===== src/core/setpoint_regs_pkg.sv =====
package setpoint_regs_pkg;

  // ---------------------------------------------------------------
  // Register offsets
  // ---------------------------------------------------------------
  localparam logic [7:0] OFS_BUCK3 = 8'h18;
  localparam logic [7:0] OFS_BUCKBOOST = 8'h19;
  localparam logic [7:0] OFS_RAMP = 8'h1A;

  // ---------------------------------------------------------------
  // Field positions and reset values
  // ---------------------------------------------------------------
  localparam int LIGHT_LOAD_BIT = 7;
  localparam int TRIGGER_BIT = 7;
  localparam int AUTO_APPLY_BIT = 6;
  localparam logic [7:0] BUCK3_RESET = 8'hBD;
  localparam logic [7:0] BUCKBOOST_RESET = 8'h94;
  localparam logic [7:0] RAMP_RESET = 8'h06;
  localparam logic [5:0] BUCKBOOST_MAX_CODE = 6'h34;
  localparam logic [2:0] RATE_IMMEDIATE = 3'h7;

  // ---------------------------------------------------------------
  // Timing
  // ---------------------------------------------------------------
  localparam int CLK_HZ = 20_000_000;
  localparam int BLANK_US = 5000;
  localparam int BLANK_CYCLES = BLANK_US * (CLK_HZ / 1_000_000);
  // Shortest step interval is 2.5 us; each lower code doubles it.
  localparam int STEP_TENTHS_US_MIN = 25;
  localparam int STEP_MIN_CYCLES =
    STEP_TENTHS_US_MIN * (CLK_HZ / 1_000_000) / 10;

endpackage : setpoint_regs_pkg


===== src/core/step_timer.sv =====
`timescale 1ns/100ps
module step_timer
  import setpoint_regs_pkg::*;
#(
  parameter int BASE_CYCLES = STEP_MIN_CYCLES
) (
  input wire logic clk, // System clock.
  input wire logic rst, // Synchronous reset.
  input wire logic run, // Count while high.
  input wire logic [2:0] rate, // Step-rate code.
  output logic tick // One-cycle pulse per step.
);

  typedef struct packed {
    logic [15:0] cnt;
    logic tick;
  } state_t;

  state_t st_r;
  state_t st_nxt;

  function automatic logic [15:0] stepLen(input logic [2:0] code);
    logic [15:0] base;
    base = 16'(BASE_CYCLES);
    stepLen = base << (3'h6 - code);
  endfunction : stepLen

  // ---------------------------------------------------------------
  // Interval counter
  // ---------------------------------------------------------------
  always_comb begin
    st_nxt = st_r;
    st_nxt.tick = 1'b0;
    if (!run) begin
      st_nxt.cnt = 16'h0000;
    end else if (st_r.cnt + 16'h0001 >= stepLen(rate)) begin
      st_nxt.cnt = 16'h0000;
      st_nxt.tick = 1'b1;
    end else begin
      st_nxt.cnt = st_r.cnt + 16'h0001;
    end
  end

  always_ff @(posedge clk) begin
    if (rst) begin
      st_r <= '0;
    end else begin
      st_r <= st_nxt;
    end
  end

  assign tick = st_r.tick;

endmodule : step_timer


===== src/core/regulator_setpoint_slew_regs.sv =====
// Summary of operation
// Rail three and buck-boost registers accept writes only when unlocked.
// Writing either rail register blanks its voltage monitoring for 5 ms.
// Bit 7 picks light-load mode, 1 allows pulse-skip, resets to 1.
// Rail three code resets to 3Dh, 0.900 V to 3.400 V.
// Buck-boost code resets to 14h; codes 35h to 3Fh reserved.
// Host avoids reserved buck-boost codes and changes while running.
// Power-up codes may follow the resistor-select input.
// Ramp control only drives rails one and two.
// Host clears pulse-skip on rails one, two before strict downward moves.
// Writing trigger 1 ramps rails one, two to stored codes.
// Trigger bit clears itself when the ramp finishes.
// Auto-apply set lets each code update start a ramp.
// Rate field resets to 6h; codes 0 to 6 give 160 to 2.5 us.
// Rate 7h applies the target at once.
// Timing is per code step, whatever volts the step holds.
// Host sets trigger or auto-apply to change rails one, two.
// Active setpoint moves one code per interval until target.
`timescale 1ns/100ps
module regulator_setpoint_slew_regs
  import setpoint_regs_pkg::*;
#(
  parameter int BLANK_LEN = BLANK_CYCLES,
  parameter logic [7:0] ALT_BUCK3 = 8'hBD,
  parameter logic [7:0] ALT_BUCKBOOST = 8'h94
) (
  input wire logic clk, // 20 MHz clock.
  input wire logic rst, // Synchronous reset.
  input wire logic wrEn, // Register write strobe.
  input wire logic [7:0] addr, // Register offset.
  input wire logic [7:0] wrData, // Write data.
  output logic [7:0] rdData, // Read data, registered.
  input wire logic unlocked, // Password unlock granted.
  input wire logic resistorDefaultSelect, // Strap pin, asynchronous.
  input wire logic [5:0] railOneTarget, // Stored rail one code.
  input wire logic [5:0] railTwoTarget, // Stored rail two code.
  input wire logic railTargetWrite, // Rail one or two code updated.
  output logic [5:0] railOneActive, // Applied rail one code.
  output logic [5:0] railTwoActive, // Applied rail two code.
  output logic [7:0] buckRailThree, // Rail three register.
  output logic [7:0] buckboostRail, // Buck-boost register.
  output logic railThreeBlank, // Rail three monitor blanked.
  output logic buckboostBlank // Buck-boost monitor blanked.
);

  typedef struct packed {
    logic [1:0] strapSync;
    logic strapDone;
    logic [7:0] buck3;
    logic [7:0] bboost;
    logic trig;
    logic autoApply;
    logic [2:0] rate;
    logic ramping;
    logic [5:0] act1;
    logic [5:0] act2;
    logic [22:0] blank3;
    logic [22:0] blankBb;
    logic blank3On;
    logic blankBbOn;
    logic [7:0] rd;
  } state_t;

  state_t st_r;
  state_t st_nxt;
  logic stepTick;

  function automatic logic [5:0] stepToward(input logic [5:0] cur,
                                            input logic [5:0] tgt);
    if (cur < tgt) begin
      stepToward = cur + 6'h01;
    end else if (cur > tgt) begin
      stepToward = cur - 6'h01;
    end else begin
      stepToward = cur;
    end
  endfunction : stepToward

  step_timer u_timer (
    .clk(clk),
    .rst(rst),
    .run(st_r.ramping),
    .rate(st_r.rate),
    .tick(stepTick)
  );

  // ---------------------------------------------------------------
  // Register writes, ramp engine and blanking
  // ---------------------------------------------------------------
  logic wr3, wrBb, wrRamp, startRamp, atTarget;

  always_comb begin
    st_nxt = st_r;
    st_nxt.strapSync = {st_r.strapSync[0], resistorDefaultSelect};
    wr3 = wrEn && unlocked && addr == OFS_BUCK3;
    wrBb = wrEn && unlocked && addr == OFS_BUCKBOOST;
    wrRamp = wrEn && addr == OFS_RAMP;
    startRamp = 1'b0;
    atTarget = st_r.act1 == railOneTarget && st_r.act2 == railTwoTarget;
    // Strap is caught once, after synchronising, before any write.
    if (!st_r.strapDone) begin
      st_nxt.strapDone = 1'b1;
      if (st_r.strapSync[1]) begin
        st_nxt.buck3 = ALT_BUCK3;
        st_nxt.bboost = ALT_BUCKBOOST;
      end
    end
    if (wr3) begin
      st_nxt.buck3 = {wrData[LIGHT_LOAD_BIT], 1'b0, wrData[5:0]};
    end
    if (wrBb) begin
      st_nxt.bboost = {wrData[LIGHT_LOAD_BIT], 1'b0, wrData[5:0]};
    end
    st_nxt.blank3 = (st_r.blank3 != '0) ? st_r.blank3 - 23'h1 : '0;
    st_nxt.blankBb = (st_r.blankBb != '0) ? st_r.blankBb - 23'h1 : '0;
    if (wr3) begin
      st_nxt.blank3 = 23'(BLANK_LEN);
    end
    if (wrBb) begin
      st_nxt.blankBb = 23'(BLANK_LEN);
    end
    st_nxt.blank3On = st_nxt.blank3 != '0;
    st_nxt.blankBbOn = st_nxt.blankBb != '0;
    if (wrRamp) begin
      st_nxt.autoApply = wrData[AUTO_APPLY_BIT];
      st_nxt.rate = wrData[2:0];
      if (wrData[TRIGGER_BIT]) begin
        st_nxt.trig = 1'b1;
        startRamp = 1'b1;
      end
    end
    if (railTargetWrite && (st_nxt.autoApply)) begin
      startRamp = 1'b1;
    end
    // Only rails one and two follow the ramp engine.
    if (startRamp || st_r.ramping) begin
      if (st_nxt.rate == RATE_IMMEDIATE) begin
        st_nxt.act1 = railOneTarget;
        st_nxt.act2 = railTwoTarget;
        st_nxt.ramping = 1'b0;
        st_nxt.trig = 1'b0;
      end else if (atTarget && !startRamp) begin
        st_nxt.ramping = 1'b0;
        st_nxt.trig = 1'b0;
      end else begin
        st_nxt.ramping = 1'b1;
        if (stepTick) begin
          st_nxt.act1 = stepToward(st_r.act1, railOneTarget);
          st_nxt.act2 = stepToward(st_r.act2, railTwoTarget);
        end
      end
    end
    unique case (addr)
      OFS_BUCK3: st_nxt.rd = st_nxt.buck3;
      OFS_BUCKBOOST: st_nxt.rd = st_nxt.bboost;
      OFS_RAMP: st_nxt.rd = {st_nxt.trig, st_nxt.autoApply, 3'h0,
                             st_nxt.rate};
      default: st_nxt.rd = 8'h00;
    endcase
  end

  always_ff @(posedge clk) begin
    if (rst) begin
      st_r <= '0;
      st_r.buck3 <= BUCK3_RESET;
      st_r.bboost <= BUCKBOOST_RESET;
      st_r.rate <= RAMP_RESET[2:0];
      // The strap synchroniser keeps sampling through reset.
      st_r.strapSync <= st_nxt.strapSync;
    end else begin
      st_r <= st_nxt;
    end
  end

  assign rdData = st_r.rd;
  assign railOneActive = st_r.act1;
  assign railTwoActive = st_r.act2;
  assign buckRailThree = st_r.buck3;
  assign buckboostRail = st_r.bboost;
  assign railThreeBlank = st_r.blank3On;
  assign buckboostBlank = st_r.blankBbOn;
endmodule : regulator_setpoint_slew_regs


===== config.mk =====
export PLATFORM = sky130hd
export DESIGN_NAME = regulator_setpoint_slew_regs
export DESIGN_NICKNAME = d
export VERILOG_FILES = /design/src/core/setpoint_regs_pkg.sv /design/src/core/step_timer.sv /design/src/core/regulator_setpoint_slew_regs.sv
export SDC_FILE = /design/constraint.sdc
export NUM_CORES = 1
export LEC_CHECK = 0
export ABC_CLOCK_PERIOD_IN_PS = 3000
export BUFFER_PORTS_ARGS = -buffer_cell sky130_fd_sc_hd__buf_2
export CAP_MARGIN = 10
export CORE_ASPECT_RATIO = 1.5
export CORE_UTILIZATION = 53
export DETAILED_ROUTE_END_ITERATION = 8
export PLACE_DENSITY = 0.8
export REMOVE_ABC_BUFFERS = 1
export SLEW_MARGIN = 20
export SYNTH_ARGS = -nofsm -noshare
export SYNTH_HDL_FRONTEND = slang
export SYNTH_SLANG_ARGS = --single-unit

===== constraint.sdc =====
create_clock -name clk -period 3 [get_ports clk]
set_input_delay 0.45 -clock clk [delete_from_list [all_inputs] [get_ports clk]]
set_output_delay 0.45 -clock clk [all_outputs]
set_load 0.01 [all_outputs]

==> results of run 1 <==
==> critical path, cell delays in order (launching register included) <==
cell and delay, ps:
dfxtp_2 350, ha_1 300, a21o_1 190, a21oi_1 190, o221ai_2 160, ha_1 320
a21o_1 210, a311o_1 360, a21oi_1 220, xor3_1 250, nor2_1 90, o221a_1 170
==> worst paths after layout <==
check             slack (ps)                            end
setup / recovery         140  railTwoActive[5]$_SDFFE_PP0P_
hold / removal           210             st_nxt[92]$_DFF_P_
setup reg to reg         140  railTwoActive[5]$_SDFFE_PP0P_
hold reg to reg          330               st_r[92]$_DFF_P_
==> power breakdown <==
group | internal, mW | total (mW) | switching, mW
sequential | 1.73 | 2.06 | 0.326
combinational | 1.09 | 2.39 | 1.30
clock | 0.778 | 1.32 | 0.539
==> cells in the mapped netlist, types with 4 or more instances <==
master      n  area [um^2]
nor4_1     16          100
nor4b_1    14          123
nand2_1    53          199
buf_4      36          270
nor2b_1     6         37.5
nand2b_1    7         43.8
and2_1      4         25.0
ha_1       42          526
clkbuf_1   24         90.1
nand4_1    13         81.3
xnor2_1    43          377
and3_1     11         68.8
o211ai_1    6         45.0
buf_2       7         35.0
nor3_1     37          185
or4_1       7         52.6
nand3b_1    4         30.0
o21ai_1    13         65.1
a311oi_1    7         61.3
nand3_1    25          125
o21a_1      4         30.0
dfxtp_1   110         2200
or3_1       6         37.5
and3b_1     4         35.0
a21oi_1    53          265
a21o_1     10         75.1
inv_1      31          116
xor2_1     16          140
mux2i_1    14          140
o21ai_0    14         70.1
nor2_1     82          308
==> cell type report <==
| cell class | instances | area share [%] |
|---|---|---|
| multi-input cells | 583 | 53.7 |
| clock buffers | 11 | 3.37 |
| repair buffers | 106 | 8.25 |
| well taps | 153 | 2.56 |
| inverters | 32 | 1.60 |
| clock inverters | 5 | 1.09 |
| flip-flops and latches | 110 | 29.5 |
==> per-layer routing <==
layer	vias to the layer above	share of wire [%]	global-route usage (%)
met5	-	0	0
met3	31	5.5	3.99
li1	2912	-	-
met1	2759	42	29.9
met2	174	50	43.1
met4	0	2.4	9.47
==> state kept, by name, summed over array words and instances, names as in the netlist <==
signal / count
st_nxt: 1
buckRailThree: 8
buckboostRail: 8
u_timer.st_r: 16
st_r: 54
railOneActive: 6
railThreeBlank: 1
rdData: 8
u_timer.tick: 1
railTwoActive: 6
buckboostBlank: 1
==> cells by family (layout without fill, tap and decap cells) <==
| logic type | after synthesis | count (layout) | synth area share [%] |
|---|---|---|---|
| flip-flops | 110 | 110 | 32.9 |
| AND/OR/NAND/NOR | 308 | 308 | 24.7 |
| adder cells (fa/ha/maj) | 44 | 44 | 8.45 |
| multiplexers | 17 | 17 | 2.60 |
| other | 1 | 3 | 0.0560 |
| AO/OA/AOI/OAI | 150 | 150 | 15.1 |
| XOR/XNOR | 61 | 61 | 8.43 |
| buffers and inverters | 100 | 154 | 7.76 |
==> repair_timing <==
action / 4_1_cts / 5_1_grt
endpoints found under the setup margin: 0 / 14
gates resized for setup: 0 / 11
hold endpoints to repair: 0 / 0
==> flow_metrics.py, run 1 <==
metrics = {
    "finish": {
        "finalNonFillerCells": 1000,
        "layout.cells.most_common_list": "dfxtp_1 (107), nor2_1 (82), buf_2 (71)",
        "design_area_um2": 7490,
        "fin_util_pct": 61.7,
        "layout-drive-gt1-share_pct": 17.6,
        "nets": 920,
        "n_fill_cell": 1034,
        "layout_commonest_cell": "dfxtp_1",
        "syn_to_final_growth_pct": 11.9,
        "regArea_um2": 2210,
        "multi_input_area_um2": 4020,
        "diodes": 0,
    },
    "worst_setup_path": {
        "end_kind": "flop",
        "worstPathArrival_ps": 3150,
        "r2r-start": "railTwoActive[3]$_SDFFE_PP0P_",
        "critPathLaunch": "railTwoActive[3]$_SDFFE_PP0P_",
        "worstSetupPathType": "flop to flop",
        "cp.required_ps": 3290,
        "reg2reg_depth": 11,
        "crit_fanout": 4,
        "startpoint_type": "flop",
    },
    "placed_design": {
        "gp_congestion": 0.851,
        "dp.cells": 984,
        "dpl.hpwl_um": 11600,
        "port_buffers": 71,
        "place_area_um2": 7120,
        "dp_slack_ps": -56.3,
    },
    "floorplan": {
        "die_area_um2": 13100,
        "core-area_um2": 12100,
        "io_pins": 72,
        "fp.dieW_um": 93.8,
        "start_util_pct": 55.1,
        "die_y_um": 140,
        "rows": 49,
    },
    "global_route": {
        "grt_pass1_vias": 5649,
        "grt_antenna_before_repair": 0,
        "grt_max_degree": 37,
        "grt_pass1_wl_um": 26200,
        "grt_usage_pct": 24.7,
        "grt.overflow.total": 0,
    },
    "synth": {
        "synthDistinctLibCells": 77,
        "ys_seq_area_share_pct": 32.9,
        "yosys_register_bits": 110,
        "syn_inst": 791,
        "synth_area_um2": 6690,
        "avgSynthCellArea_um2": 8.46,
        "synth-edff-count": 0,
        "ys_warn_count": 0,
        "synth-async-reset-ratio_pct": 0,
        "ys.flop_type": "dfxtp_1",
    },
    "sta": {
        "rsz0062_at_grt": "no",
        "max_slew_margin_pct": 48.8,
        "final-setup-viol-count": 0,
        "fin_skew_ps": 11.1,
        "worst_slack_ps": 138,
        "tightest_slew_ps": 761,
        "hold_viol": 0,
        "drv_slew": 0,
        "period_needed_ps": 2860,
        "min_period_over_period_pct": 95.4,
        "hold_slack_ps": 206,
        "fmax_mhz": 349,
        "totalNegativeSetupSlack_ps": 0,
    },
    "clocking": {
        "post-cts-setup-buffer-count": 0,
        "cts_tree": "built",
        "cts_buffer_depth": 2,
        "ctsHoldBuffers": 0,
        "clkLatencyLatePin_ps": 340,
        "cts_sinks": 110,
        "cts_buffers": 9,
        "clk_pin_slew_ps": 70,
        "cts-root-buf": "clkbuf_16",
        "htreeDepth": 3,
    },
    "routing": {
        "final_antenna_net_count": 0,
        "via_count": 5876,
        "routed_wl_um": 15900,
        "first_pass_iters": 5,
        "viasPerCell": 5.88,
        "wl_per_cell_um": 15.9,
        "drc_errors": 0,
        "drt_iter0_drc": 275,
    },
    "power_and_ir_drop": {
        "fin_total_pwr_mw": 5.76,
        "p_leak_nw": 3.24,
        "ir_worst_vdd_v": 0.000531,
        "power.density_nw_per_um2": 770,
    },
    "run": {
        "cap_violations": 0,
    },
    "worst_hold_path": {
        "min_path_type": "primary input to flop",
        "hold_start": "resistorDefaultSelect",
        "hold_depth": 1,
    },
    "outcome": {
        "run_status": "completed",
    },
}
(Power assumes the default switching activity.)
==> inputs of run 2 (changes only) <==
- ABC_AREA: unset -> 1
- CORE_ASPECT_RATIO: 1.5 -> 0.8
==> flow_metrics.py, run 2 <==
metrics = {
    "finish": {
        "diodes": 0,
        "layout_commonest_cell": "nand2_1",
        "largest_reg_flops": 54,
        "layout-drive-gt1-share_pct": 13.0,
        "syn_to_final_growth_pct": 7.34,
        "nets": 1201,
        "layout.cells.most_common_list": "nand2_1 (241), nor2_1 (173), inv_1 (140)",
        "largest-register": "st_r",
        "n_fill_cell": 1199,
        "largestRegisters": "st_r: 54 flops, u_timer.st_r: 16 flops",
    },
    "power_and_ir_drop": {
        "p_sw_mw": 3.19,
        "ir_worst_vdd_v": 0.000672,
        "p_seq_share_pct": 29.8,
        "fin_total_pwr_mw": 6.76,
        "switching_share_pct": 47.3,
        "p_leak_nw": 4.00,
        "p_int_mw": 3.56,
        "power.density_nw_per_um2": 878,
        "power.share.combinational_pct": 52.7,
        "power_frac_clock_pct": 17.4,
    },
    "sta": {
        "hold_slack_ps": 191,
        "totalNegativeSetupSlack_ps": 0,
        "min_period_over_period_pct": 88.6,
        "fmax_mhz": 376,
        "period_needed_ps": 2660,
        "drv_slew": 0,
        "hold_viol": 0,
        "tightest_slew_ps": 838,
        "max_slew_margin_pct": 44.1,
        "fin_skew_ps": 7.81,
        "final-setup-viol-count": 0,
        "rsz0062_at_grt": "no",
    },
    "clocking": {
        "ctsHoldBuffers": 0,
        "htreeDepth": 3,
        "clk_pin_slew_ps": 80,
        "clkLatencyLatePin_ps": 360,
        "cts_buffer_depth": 2,
        "cts_buffers": 9,
        "cts_sinks": 110,
        "cts-root-buf": "clkbuf_16",
        "cts_tree": "built",
        "post-cts-setup-buffer-count": 0,
        "cts-resized-gates": 0,
    },
    "global_route": {
        "grt_pass1_wl_um": 27100,
        "grt_pass1_vias": 5914,
        "grt_usage_pct": 23.5,
        "use_met1_pct": 33.2,
        "met3_usage_pct": 4.86,
        "use_met2_pct": 36.2,
        "grt_max_degree": 56,
        "grt.busiest_layer": "met2",
        "grt_antenna_before_repair": 0,
        "grt.overflow.total": 0,
    },
    "routing": {
        "routed_wl_um": 15600,
        "viasPerCell": 5.05,
        "drt_iter0_drc": 508,
        "final_antenna_net_count": 0,
        "drc_errors": 0,
        "wl_per_cell_um": 12.0,
        "via_count": 6583,
        "first_pass_iters": 5,
    },
    "synth": {
        "ys_seq_area_share_pct": 30.7,
        "netlist.top_cell.by_area": "dfxtp_1",
        "yosys.area_share.simple_pct": 37.0,
        "synth-edff-count": 0,
        "synthDistinctLibCells": 37,
        "syn_inst": 1089,
        "synth-async-reset-ratio_pct": 0,
        "synth_area_um2": 7170,
        "synth_mux_area_share_pct": 0,
        "synthTopCellsByArea": "dfxtp_1 (31%), nand2_1 (13%), nor2_1 (9.1%), ha_1 (7.3%), inv_1 (7.3%)",
        "yosysTopAreaCellShare_pct": 30.7,
        "ys_warn_count": 0,
        "yosys-top-cells-count": "nand2_1 (241), nor2_1 (173), inv_1 (140)",
        "synth-xor-area-share_pct": 3.30,
        "synthAdderAreaFrac_pct": 7.88,
        "synth_most_common_cell": "nand2_1",
        "yosys_register_bits": 110,
        "ys.flop_type": "dfxtp_1",
        "synth-compound-area-share_pct": 7.85,
        "avgSynthCellArea_um2": 6.59,
        "synth_top_family_by_area": "simple AND/OR/NAND/NOR gates",
    },
    "worst_hold_path": {
        "hold_depth": 1,
        "min_path_type": "primary input to flop",
        "hold_start": "resistorDefaultSelect",
        "hold_end": "st_nxt[92]$_DFF_P_",
    },
    "floorplan": {
        "rows": 37,
        "start_util_pct": 55.2,
        "core-area_um2": 13000,
        "die_y_um": 106,
        "fp.dieW_um": 132,
        "die_area_um2": 14000,
        "io_pins": 72,
    },
    "worst_setup_path": {
        "r2r-start": "u_timer.st_r[1]$_SDFF_PP0_",
        "reg2reg_depth": 12,
        "end_kind": "flop",
        "cp.required_ps": 3240,
        "reg2reg_slack_ps": 340,
        "r2r-end": "u_timer.st_r[3]$_SDFF_PP0_",
        "crit_fanout": 13,
        "worstPathArrival_ps": 2900,
        "startpoint_type": "flop",
        "worstSetupPathType": "flop to flop",
    },
    "run": {
        "cap_violations": 0,
    },
    "placed_design": {
        "gp_congestion": 0.881,
        "port_buffers": 71,
        "dpl.hpwl_um": 11700,
    },
    "outcome": {
        "run_status": "completed",
    },
}
run 2: cell types whose count changed in the layout (fill, tap and decap cells not counted), moves of 18 or more:
cell and change:
nand3_1 +76, a21oi_1 -20, xnor2_1 -31, nor2_1 +91, nor2_2 +19, nand2_1 +188, inv_1 +109, buf_4 -29
o21ai_0 +18
run 2: kinds of logic (layout without fill, tap and decap cells):
kind of cell	after synthesis	count (layout)
fa+ha+maj	44	44
compound gates	100	100
buf+inv	205	242
flops	110	110
simple gates	602	602
xor+xnor	27	27
other cells	1	3
run 2: power by group through the flow:
stage	logic (mW)	registers, mW	clock network [mW]
CTS	3.53	2.01	1.21
global placement	3.46	2.04	0
finish	3.56	2.02	1.18
floorplan	2.86	1.98	0
global route	4.15	2.05	1.26
detailed placement	3.50	2.04	0
run 2: routing by layer:
| metal | wire length (um) | vias to the layer above |
|---|---|---|
| li1 | - | 3492 |
| met1 | 7950 | 2883 |
| met2 | 6470 | 190 |
| met3 | 983 | 18 |
| met4 | 210 | 0 |
| met5 | 0 | - |
run 2: how the worst max path moves through the flow:
stage               slack (ps)  cells past startpoint                        from                            end
floorplan                  600                     11  u_timer.st_r[1]$_SDFF_PP0_     u_timer.st_r[1]$_SDFF_PP0_
detailed placement         310                     16            railOneTarget[5]  railOneActive[5]$_SDFFE_PP0P_
global placement           380                     16            railOneTarget[3]  railOneActive[5]$_SDFFE_PP0P_
CTS                        330                     12  u_timer.st_r[1]$_SDFF_PP0_     u_timer.st_r[3]$_SDFF_PP0_
global route               100                     12  u_timer.st_r[1]$_SDFF_PP0_     u_timer.st_r[1]$_SDFF_PP0_
finish                     340                     12  u_timer.st_r[1]$_SDFF_PP0_     u_timer.st_r[3]$_SDFF_PP0_
run 2: through the flow:
step / std cells / util [%] / setup slack [ps] / instance area, um^2
floorplan: 1035 / - / 597 / 6790
global placement: 1287 / 56.9 / 385 / 7410
detailed placement: 1287 / 56.9 / 314 / 7410
CTS: 1303 / 59.2 / 334 / 7700
global route: 1303 / 59.2 / 95.7 / 7700
finish: 1303 / 59.2 / 341 / 7700
run 2: final cells by class:
type	instances	area, um^2	share of cell area [%]
multi-input combinational	776	4030	52.3
sequential	110	2200	28.6
inverter	149	559	7.26
timing repair buffer	77	400	5.20
clock buffer	10	239	3.10
tap	175	219	2.84
clock inverter	6	53.8	0.699
run 2: worst max-delay path: stages (launching register included):
cell and delay, ps:
dfxtp_1 450, ha_1 240, nand3_1 150, nor3_1 260
nand3_1 130, xnor2_1 170, ha_1 280, inv_1 40
nor3_1 240, nand4_1 170, nand4_2 120, buf_4 230
nor2_1 60
